`src/pkg/bus_match_pkg.sv`:
```
package bus_match_pkg;

  // ==========================================
  // widths and counts
  localparam int LW_W = 36;
  localparam int WORD_W = 18;
  localparam int BYTE_W = 9;
  localparam int FIFO_DEPTH = 4;
  localparam logic [1:0] WORD_LAST = 2'h1;
  localparam logic [1:0] BYTE_LAST = 2'h3;
  localparam int SYNC_N = 7;

  // ==========================================
  // synchroniser bit positions
  localparam int SY_ENDIAN = 0;
  localparam int SY_TX_BYTE = 1;
  localparam int SY_RX_BYTE = 2;
  localparam int SY_FIFO_ONE_MASTER_RESET_N = 3;
  localparam int SY_FIFO_TWO_MASTER_RESET_N = 4;
  localparam int SY_FIFO_ONE_PARTIAL_RESET_N = 5;
  localparam int SY_FIFO_TWO_PARTIAL_RESET_N = 6;

  // ==========================================
  // reset values
  localparam logic [SYNC_N-1:0] SYNC_RST = 7'h78;
  localparam logic [LW_W-1:0] LW_RST = 36'h0;
  localparam logic [WORD_W-1:0] WORD_RST = 18'h0;
  localparam logic [1:0] MRS_PREV_RST = 2'h3;

  // ==========================================
  // carriers
  typedef struct packed {
    logic tx_byte;
    logic rx_byte;
    logic big_endian;
  } cfg_type;

  localparam cfg_type CFG_RST = '{tx_byte: 1'b0, rx_byte: 1'b0,
                                  big_endian: 1'b0};

  typedef struct packed {
    logic [SYNC_N-1:0] syn1;
    logic [SYNC_N-1:0] syn2;
    logic [1:0] mrs_prev;
    cfg_type cfg;
    logic [LW_W-1:0] tx_hold;
    logic [1:0] tx_idx;
    logic tx_have;
    logic lw_in_ready;
    logic [WORD_W-1:0] tx_data;
    logic [LW_W-1:0] rx_acc;
    logic [1:0] rx_idx;
    logic pend;
    logic [LW_W-1:0] pend_lw;
    logic rx_ready;
    logic [WORD_W-1:0] mail;
    logic mail_valid;
  } state_type;

endpackage

```
`src/verilog/fifo_bus_width_matcher.sv`:
```
`timescale 1ns/1ps

// ==========================================
// small flop fifo
module lw_fifo #(
  parameter int WIDTH = 36,
  parameter int DEPTH = 4
) (
  // clock and reset
  input wire logic clock,
  input wire logic rstn,
  input wire logic clear,
  // fill side
  input wire logic [WIDTH-1:0] in_data,
  input wire logic in_valid,
  output logic in_ready,
  // drain side
  output logic [WIDTH-1:0] out_data,
  output logic out_valid,
  input wire logic out_ready
);
  localparam int AW = (DEPTH > 1) ? $clog2(DEPTH) : 1;
  localparam int CW = $clog2(DEPTH + 1);
  localparam logic [CW-1:0] FULL_CNT = CW'(DEPTH);
  localparam logic [AW-1:0] LAST_PTR = AW'(DEPTH - 1);

  typedef struct packed {
    logic [DEPTH-1:0][WIDTH-1:0] mem;
    logic [AW-1:0] wp;
    logic [AW-1:0] rp;
    logic [CW-1:0] cnt;
    logic [WIDTH-1:0] head;
    logic vld;
  } fifo_state_type;

  fifo_state_type st_r;
  fifo_state_type st_nxt;
  logic push;
  logic pop;

  assign in_ready = (st_r.cnt != FULL_CNT);
  assign out_valid = st_r.vld;
  assign out_data = st_r.head;
  assign push = in_valid & in_ready;
  assign pop = out_valid & out_ready;

  always_comb begin
    st_nxt = st_r;
    if (push) begin
      st_nxt.mem[st_r.wp] = in_data;
      st_nxt.wp = (st_r.wp == LAST_PTR) ? '0 : st_r.wp + 1'b1;
    end
    if (pop) begin
      st_nxt.rp = (st_r.rp == LAST_PTR) ? '0 : st_r.rp + 1'b1;
    end
    if (push && !pop) begin
      st_nxt.cnt = st_r.cnt + 1'b1;
    end else if (pop && !push) begin
      st_nxt.cnt = st_r.cnt - 1'b1;
    end
    if (clear) begin
      st_nxt.wp = '0;
      st_nxt.rp = '0;
      st_nxt.cnt = '0;
    end
    // head and valid kept in flops
    st_nxt.vld = (st_nxt.cnt != '0);
    st_nxt.head = st_nxt.mem[st_nxt.rp];
  end

  always_ff @(posedge clock) begin
    if (!rstn) begin
      st_r <= '0;
    end else begin
      st_r <= st_nxt;
    end
  end
endmodule

// ==========================================
// bus width matcher
// Overview of operation
// - fetch whole long words, show first portion
// - each read advances portion; then fetch next
// - byte transmit uses low nine lines only
// - receive stores only complete long words
// - last byte or word commits long word
// - byte receive ignores upper nine inputs
// - receive word lane order follows endian
// - receive byte lane order follows endian
// - transmit word lane order follows endian
// - transmit byte lane order follows endian
// - endian fixed at reset; widths also set at reset
// - endian sampled on master reset release
// - mailbox data bypasses endian reordering
module fifo_bus_width_matcher (
  // clock and reset
  input wire logic clock,
  input wire logic rstn,
  // configuration pins
  input wire logic tx_port_width_select,
  input wire logic rx_port_width_select,
  input wire logic endian_order_select,
  input wire logic fifo_one_master_reset_n,
  input wire logic fifo_two_master_reset_n,
  input wire logic fifo_one_partial_reset_n,
  input wire logic fifo_two_partial_reset_n,
  // long words from the first fifo
  input wire logic [bus_match_pkg::LW_W-1:0] lw_in_data,
  input wire logic lw_in_valid,
  output logic lw_in_ready,
  // transmit port
  input wire logic tx_read,
  output logic [bus_match_pkg::WORD_W-1:0] tx_data,
  output logic tx_valid,
  // receive port
  input wire logic rx_write,
  input wire logic [bus_match_pkg::WORD_W-1:0] rx_data,
  input wire logic rx_port_mailbox_select,
  output logic rx_ready,
  // mailbox bypass
  output logic [bus_match_pkg::WORD_W-1:0] mail_data,
  output logic mail_valid,
  // long words to the second fifo
  output logic [bus_match_pkg::LW_W-1:0] lw_out_data,
  output logic lw_out_valid,
  input wire logic lw_out_ready
);

  // ==========================================
  // state
  bus_match_pkg::state_type st_r;
  bus_match_pkg::state_type st_nxt;
  logic fifo_in_ready;
  logic [bus_match_pkg::SYNC_N-1:0] pins;
  logic fifo_one_master_reset_n_s;
  logic fifo_two_master_reset_n_s;
  logic clear_tx;
  logic clear_rx;

  assign pins = {fifo_two_partial_reset_n, fifo_one_partial_reset_n,
                 fifo_two_master_reset_n, fifo_one_master_reset_n,
                 rx_port_width_select, tx_port_width_select,
                 endian_order_select};
  assign fifo_one_master_reset_n_s = st_r.syn2[bus_match_pkg::SY_FIFO_ONE_MASTER_RESET_N];
  assign fifo_two_master_reset_n_s = st_r.syn2[bus_match_pkg::SY_FIFO_TWO_MASTER_RESET_N];
  // partial reset clears data only, config is kept
  assign clear_tx = ~fifo_one_master_reset_n_s | ~st_r.syn2[bus_match_pkg::SY_FIFO_ONE_PARTIAL_RESET_N];
  assign clear_rx = ~fifo_two_master_reset_n_s | ~st_r.syn2[bus_match_pkg::SY_FIFO_TWO_PARTIAL_RESET_N];

  // ==========================================
  // lane helpers
  function automatic logic [1:0] lane_pos(input logic [1:0] idx,
                                          input logic byte_mode,
                                          input logic big);
    logic [1:0] last;
    last = byte_mode ? bus_match_pkg::BYTE_LAST : bus_match_pkg::WORD_LAST;
    lane_pos = big ? (last - idx) : idx;
  endfunction

  function automatic logic [bus_match_pkg::WORD_W-1:0] pick(
      input logic [bus_match_pkg::LW_W-1:0] lw,
      input logic [1:0] pos,
      input logic byte_mode);
    if (byte_mode) begin
      // upper nine lines driven low
      pick = {9'h000, lw[pos*bus_match_pkg::BYTE_W +: 9]};
    end else begin
      pick = lw[pos[0]*bus_match_pkg::WORD_W +: 18];
    end
  endfunction

  function automatic logic [bus_match_pkg::LW_W-1:0] place(
      input logic [bus_match_pkg::LW_W-1:0] lw,
      input logic [bus_match_pkg::WORD_W-1:0] d,
      input logic [1:0] pos,
      input logic byte_mode);
    logic [bus_match_pkg::LW_W-1:0] r;
    r = lw;
    if (byte_mode) begin
      r[pos*bus_match_pkg::BYTE_W +: 9] = d[8:0];
    end else begin
      r[pos[0]*bus_match_pkg::WORD_W +: 18] = d;
    end
    place = r;
  endfunction

  // ==========================================
  // next state
  always_comb begin
    logic [1:0] pos;
    logic [1:0] last;
    pos = 2'h0;
    last = 2'h0;
    st_nxt = st_r;
    st_nxt.syn1 = pins;
    st_nxt.syn2 = st_r.syn1;
    st_nxt.mrs_prev = {fifo_two_master_reset_n_s, fifo_one_master_reset_n_s};
    st_nxt.mail_valid = 1'b0;

    // endian and widths caught as master reset is released
    if ((fifo_one_master_reset_n_s && !st_r.mrs_prev[0]) || (fifo_two_master_reset_n_s && !st_r.mrs_prev[1])) begin
      st_nxt.cfg.big_endian = st_r.syn2[bus_match_pkg::SY_ENDIAN];
      // high selects byte width on both ports
      st_nxt.cfg.tx_byte = st_r.syn2[bus_match_pkg::SY_TX_BYTE];
      st_nxt.cfg.rx_byte = st_r.syn2[bus_match_pkg::SY_RX_BYTE];
    end

    // transmit side
    last = st_r.cfg.tx_byte ? bus_match_pkg::BYTE_LAST
                            : bus_match_pkg::WORD_LAST;
    if (!st_r.tx_have) begin
      if (lw_in_valid && st_r.lw_in_ready) begin
        st_nxt.tx_hold = lw_in_data;
        st_nxt.tx_idx = 2'h0;
        st_nxt.tx_have = 1'b1;
        pos = lane_pos(2'h0, st_r.cfg.tx_byte, st_r.cfg.big_endian);
        st_nxt.tx_data = pick(lw_in_data, pos, st_r.cfg.tx_byte);
      end
    end else if (tx_read) begin
      if (st_r.tx_idx == last) begin
        st_nxt.tx_have = 1'b0;
      end else begin
        st_nxt.tx_idx = st_r.tx_idx + 2'h1;
        pos = lane_pos(st_r.tx_idx + 2'h1, st_r.cfg.tx_byte,
                       st_r.cfg.big_endian);
        st_nxt.tx_data = pick(st_r.tx_hold, pos, st_r.cfg.tx_byte);
      end
    end
    if (clear_tx) begin
      st_nxt.tx_have = 1'b0;
      st_nxt.tx_idx = 2'h0;
    end
    // ready stays low while a fifo one master or partial reset is held
    st_nxt.lw_in_ready = ~st_nxt.tx_have & ~clear_tx;

    // receive side
    last = st_r.cfg.rx_byte ? bus_match_pkg::BYTE_LAST
                            : bus_match_pkg::WORD_LAST;
    if (st_r.pend && fifo_in_ready) begin
      st_nxt.pend = 1'b0;
    end
    if (rx_write && st_r.rx_ready) begin
      if (rx_port_mailbox_select) begin
        // mailbox keeps port order, no lane swapping
        st_nxt.mail = st_r.cfg.rx_byte ? {9'h000, rx_data[8:0]}
                                       : rx_data;
        st_nxt.mail_valid = 1'b1;
      end else begin
        pos = lane_pos(st_r.rx_idx, st_r.cfg.rx_byte, st_r.cfg.big_endian);
        // earlier parts wait in the accumulator
        st_nxt.rx_acc = place(st_r.rx_acc, rx_data, pos,
                              st_r.cfg.rx_byte);
        if (st_r.rx_idx == last) begin
          // whole long word goes to memory on the last part
          st_nxt.pend_lw = place(st_r.rx_acc, rx_data, pos,
                                 st_r.cfg.rx_byte);
          st_nxt.pend = 1'b1;
          st_nxt.rx_idx = 2'h0;
        end else begin
          st_nxt.rx_idx = st_r.rx_idx + 2'h1;
        end
      end
    end
    if (clear_rx) begin
      st_nxt.pend = 1'b0;
      st_nxt.rx_idx = 2'h0;
    end
    // back-pressure from the fifo stalls the receive port
    st_nxt.rx_ready = ~st_nxt.pend & ~clear_rx;
  end

  // ==========================================
  // registers
  always_ff @(posedge clock) begin
    if (!rstn) begin
      st_r <= '0;
      st_r.syn1 <= bus_match_pkg::SYNC_RST;
      st_r.syn2 <= bus_match_pkg::SYNC_RST;
      st_r.mrs_prev <= bus_match_pkg::MRS_PREV_RST;
      st_r.cfg <= bus_match_pkg::CFG_RST;
      st_r.tx_hold <= bus_match_pkg::LW_RST;
      st_r.tx_data <= bus_match_pkg::WORD_RST;
    end else begin
      st_r <= st_nxt;
    end
  end

  // ==========================================
  // receive fifo
  lw_fifo #(
    .WIDTH(bus_match_pkg::LW_W),
    .DEPTH(bus_match_pkg::FIFO_DEPTH)
  ) rx_fifo (
    .clock(clock),
    .rstn(rstn),
    .clear(clear_rx),
    .in_data(st_r.pend_lw),
    .in_valid(st_r.pend),
    .in_ready(fifo_in_ready),
    .out_data(lw_out_data),
    .out_valid(lw_out_valid),
    .out_ready(lw_out_ready)
  );

  // ==========================================
  // outputs
  assign lw_in_ready = st_r.lw_in_ready;
  assign tx_data = st_r.tx_data;
  assign tx_valid = st_r.tx_have;
  assign rx_ready = st_r.rx_ready;
  assign mail_data = st_r.mail;
  assign mail_valid = st_r.mail_valid;
endmodule

```
`config.mk`:
```
export PLATFORM = sky130hd
export DESIGN_NAME = fifo_bus_width_matcher
export DESIGN_NICKNAME = d
export VERILOG_FILES = /design/src/pkg/bus_match_pkg.sv /design/src/verilog/fifo_bus_width_matcher.sv
export SDC_FILE = /design/constraint.sdc
export NUM_CORES = 1
export LEC_CHECK = 0
export ABC_AREA = 1
export BUFFER_PORTS_ARGS = -buffer_cell sky130_fd_sc_hd__clkbuf_2
export CORE_UTILIZATION = 40
export CTS_BUF_LIST = sky130_fd_sc_hd__clkbuf_16
export DETAILED_ROUTE_END_ITERATION = 10
export PLACE_DENSITY = 0.63
export SYNTH_ARGS = -nofsm -noshare
export SYNTH_HDL_FRONTEND = slang
export SYNTH_HIERARCHICAL = 1
export SYNTH_SLANG_ARGS = --single-unit
```
`constraint.sdc`:
```
create_clock -name clock -period 5.5 [get_ports clock]
set_clock_uncertainty 0.05 [all_clocks]
set_input_delay 1.375 -clock clock [delete_from_list [all_inputs] [get_ports clock]]
set_output_delay 1.375 -clock clock [all_outputs]
set_load 0.02 [all_outputs]
```
==> results.yml <==
status:
  status: "complete, no violations"
sta:
  whs_ps: 360
  finalMaxSlewViolations: 0
  tightest_slew_ps: 1140
  finalCritPeriodShare_pct: 64.0
  setup_viol: 0
  min_period_ps: 3520
  rsz0062_at_grt: "no"
  relSlewSlack_pct: 23.7
  finalHoldViolCount: 0
  fmax_ghz: 0.284
  finalSetupTns_ps: 0
setup_path:
  cp.arrival_ps: 3970
  end_kind: "flop"
  crit_type: "flop to flop"
  r2r-end: "st_r[81]"
  path_max_fanout: 48
  r2r_start: "st_r[154]"
  critPathRequiredTime_ps: 5950
  startpoint_type: "flop"
  reg2reg_depth: 12
  r2r_slack_ps: 1980
drt:
  wl_mm: 52.4
  drc: 0
  detail-route-antenna-nets: 0
  drt_iter0_markers: 1470
  wire_per_inst_um: 16.0
  num_vias: 17000
  drt_first_pass_iters: 6
  viasPerCell: 5.20
final_layout:
  layout-drive-gt1-share_pct: 11.2
  final_area_um2: 19600
  num-nets-final: 2730
  diodes: 0
  area_growth_pct: 8.38
  fin_util_pct: 44.1
floorplanning:
  start_util_pct: 40.7
  dieArea_um2: 46000
  die_y_um: 215
  num_io_pins: 145
  die_w_um: 215
  core.rowCount: 77
  core_area_um2: 44400
placed_design:
  port_buffers: 144
  dp_hpwl_mm: 32.0
  place_area_um2: 18200
  place_congestion: 0.878
synthesis:
  synth_area_per_cell_um2: 6.70
  netlist_area_um2: 18100
  synth_top_flop_cell: "dfxtp_1"
  async_flop_share_pct: 0
  synth_edf_count: 0
  syn_inst: 2698
  seq_area_frac_synth_pct: 39.9
  synth_warnings: 6
  syn_nets: 2777
  yosys_register_bits: 360
  yosysUniqueCellTypes: 39
clock_tree:
  worst_skew_pair.late_latency_ps: 580
  clockBufferDepth: 3
  clock_sinks: 360
  cts_setup_buffers: 0
  path_clk_slew_ps: 60
  cts_max_level: 2
  cts_hold_buf: 0
  clockRootBuffer: "clkbuf_16"
  cts_resized: 0
  cts_tree: "yes"
  numCtsBuffers: 42
min_path:
  hp-class: "flop to flop"
  holdCritStartpoint: "st_nxt[164]"
  hold_depth: 1
  min_to: "st_r[164]"
pwr:
  p_per_area_nw_per_um2: 323
  finalPower_mw: 6.32
  cellLeakagePower_nw: 9.02
  irDropWorstVdd_v: 0.000222
global_routing:
  grt_pass1_vias: 15500
  antenna_found_initial: 0
  track_usage_pct: 22.5
  grt_pass1_wl_mm: 84.2
  grt.overflow.total: 0
  grt_max_degree: 104
flow_run:
  cap_violations: 0
[sequential cells by signal, summed over array words and instances, names as in the netlist]
signal	cells
st_nxt	7
st_r	123
fifo_one_master_reset_n_s	1
tx_valid	1
lw_in_ready	1
rx_fifo/st_r	151
mail_valid	1
rx_fifo/out_valid	1
tx_data	18
fifo_two_master_reset_n_s	1
rx_fifo/out_data	36
mail_data	18
rx_ready	1
[cell families (layout without fill, tap and decap cells)]
group,after synthesis,in the layout,synth area share [%]
flip-flops,360,360,39.9
AO/OA/AOI/OAI,340,340,10.4
AND/OR/NAND/NOR,1420,1420,33.9
adder cells (fa/ha/maj),11,11,0.761
buffers and inverters,566,550,14.9
XOR/XNOR,1,1,0.0485
[Yosys cell counts, types with 15 or more instances]
library cell / number / area [um^2]
nand2_1: 743 / 2790
dfxtp_1: 360 / 7210
inv_1: 298 / 1120
nor2_1: 262 / 983
nand3_1: 232 / 1160
a21oi_1: 152 / 761
nand4_1: 147 / 920
o21ai_0: 128 / 641
buf_4: 83 / 623
buf_2: 77 / 385
clkbuf_1: 63 / 236
buf_6: 18 / 203
buf_1: 15 / 56.3
[placed cells by master (no fill, tap or decap), types with 5 or more instances in the layout]
cell and count:
o22ai_1 10, nand2_2 11, o21ai_1 10, o211ai_2 9
nand4_1 147, buf_4 24, o21ai_2 10, clkinv_1 6
bufinv_16 5, nand3_2 6, a21oi_1 152, o211ai_1 13
or2_2 8, nand3_1 232, dfxtp_1 358, nor2_1 261
inv_2 6, ha_1 11, clkbuf_16 43, clkbuf_2 143
inv_1 302, nand2_1 743, clkinv_2 11, o21ai_0 128
[power by group]
| part | switching [mW] | internal, mW | total [mW] |
|---|---|---|---|
| combinational | 0.531 | 0.220 | 0.751 |
| sequential | 0.0500 | 2.69 | 2.74 |
| clock | 1.17 | 1.66 | 2.83 |
[worst max-delay path: stages, from the launching register on]
cell	delay (ps)
dfxtp_2	310
buf_4	470
inv_1	130
nand2_1	100
nand3_2	70
nand2_1	530
inv_1	100
ha_1	570
nor3b_2	580
nand3_1	160
o211ai_2	120
o21ai_2	90
a21oi_1	160
[per-stage QoR]
step | worst slack [ps] | cells
after global routing | 1590 | 3274
after CTS | 2010 | 3274
after floorplan | 3040 | 2698
after global placement | 2120 | 3199
final | 1980 | 3274
after detailed placement | 2030 | 3199
[area by class of cell]
cell class | count | area, um^2
clock buffers | 43 | 1080
inverters | 308 | 1170
clock inverters | 32 | 312
multi-input cells | 1772 | 8190
flip-flops and latches | 360 | 7210
fillers | 4621 | 24800
well taps | 592 | 741
repair buffers | 167 | 896
[how the worst max path moves through the flow]
stage	to	depth (start not counted)	startpoint	slack, ps
floorplan	st_r[38]	7	rx_write	3040
global placement	st_r[71]	7	rx_write	2120
detailed placement	st_r[80]	12	st_r[154]	2030
CTS	st_r[81]	12	st_r[154]	2010
global route	st_r[70]	14	st_r[154]	1590
finish	st_r[81]	12	st_r[154]	1980
[routing by layer]
layer,global-route usage (%),up-vias,wire length [um]
li1,-,8477,-
met1,31.1,7847,23800
met2,35.3,606,23500
met3,4.03,84,3740
met4,7.24,0,1270
met5,0,-,0
Note: power is estimated with default switching activity, not from simulation.
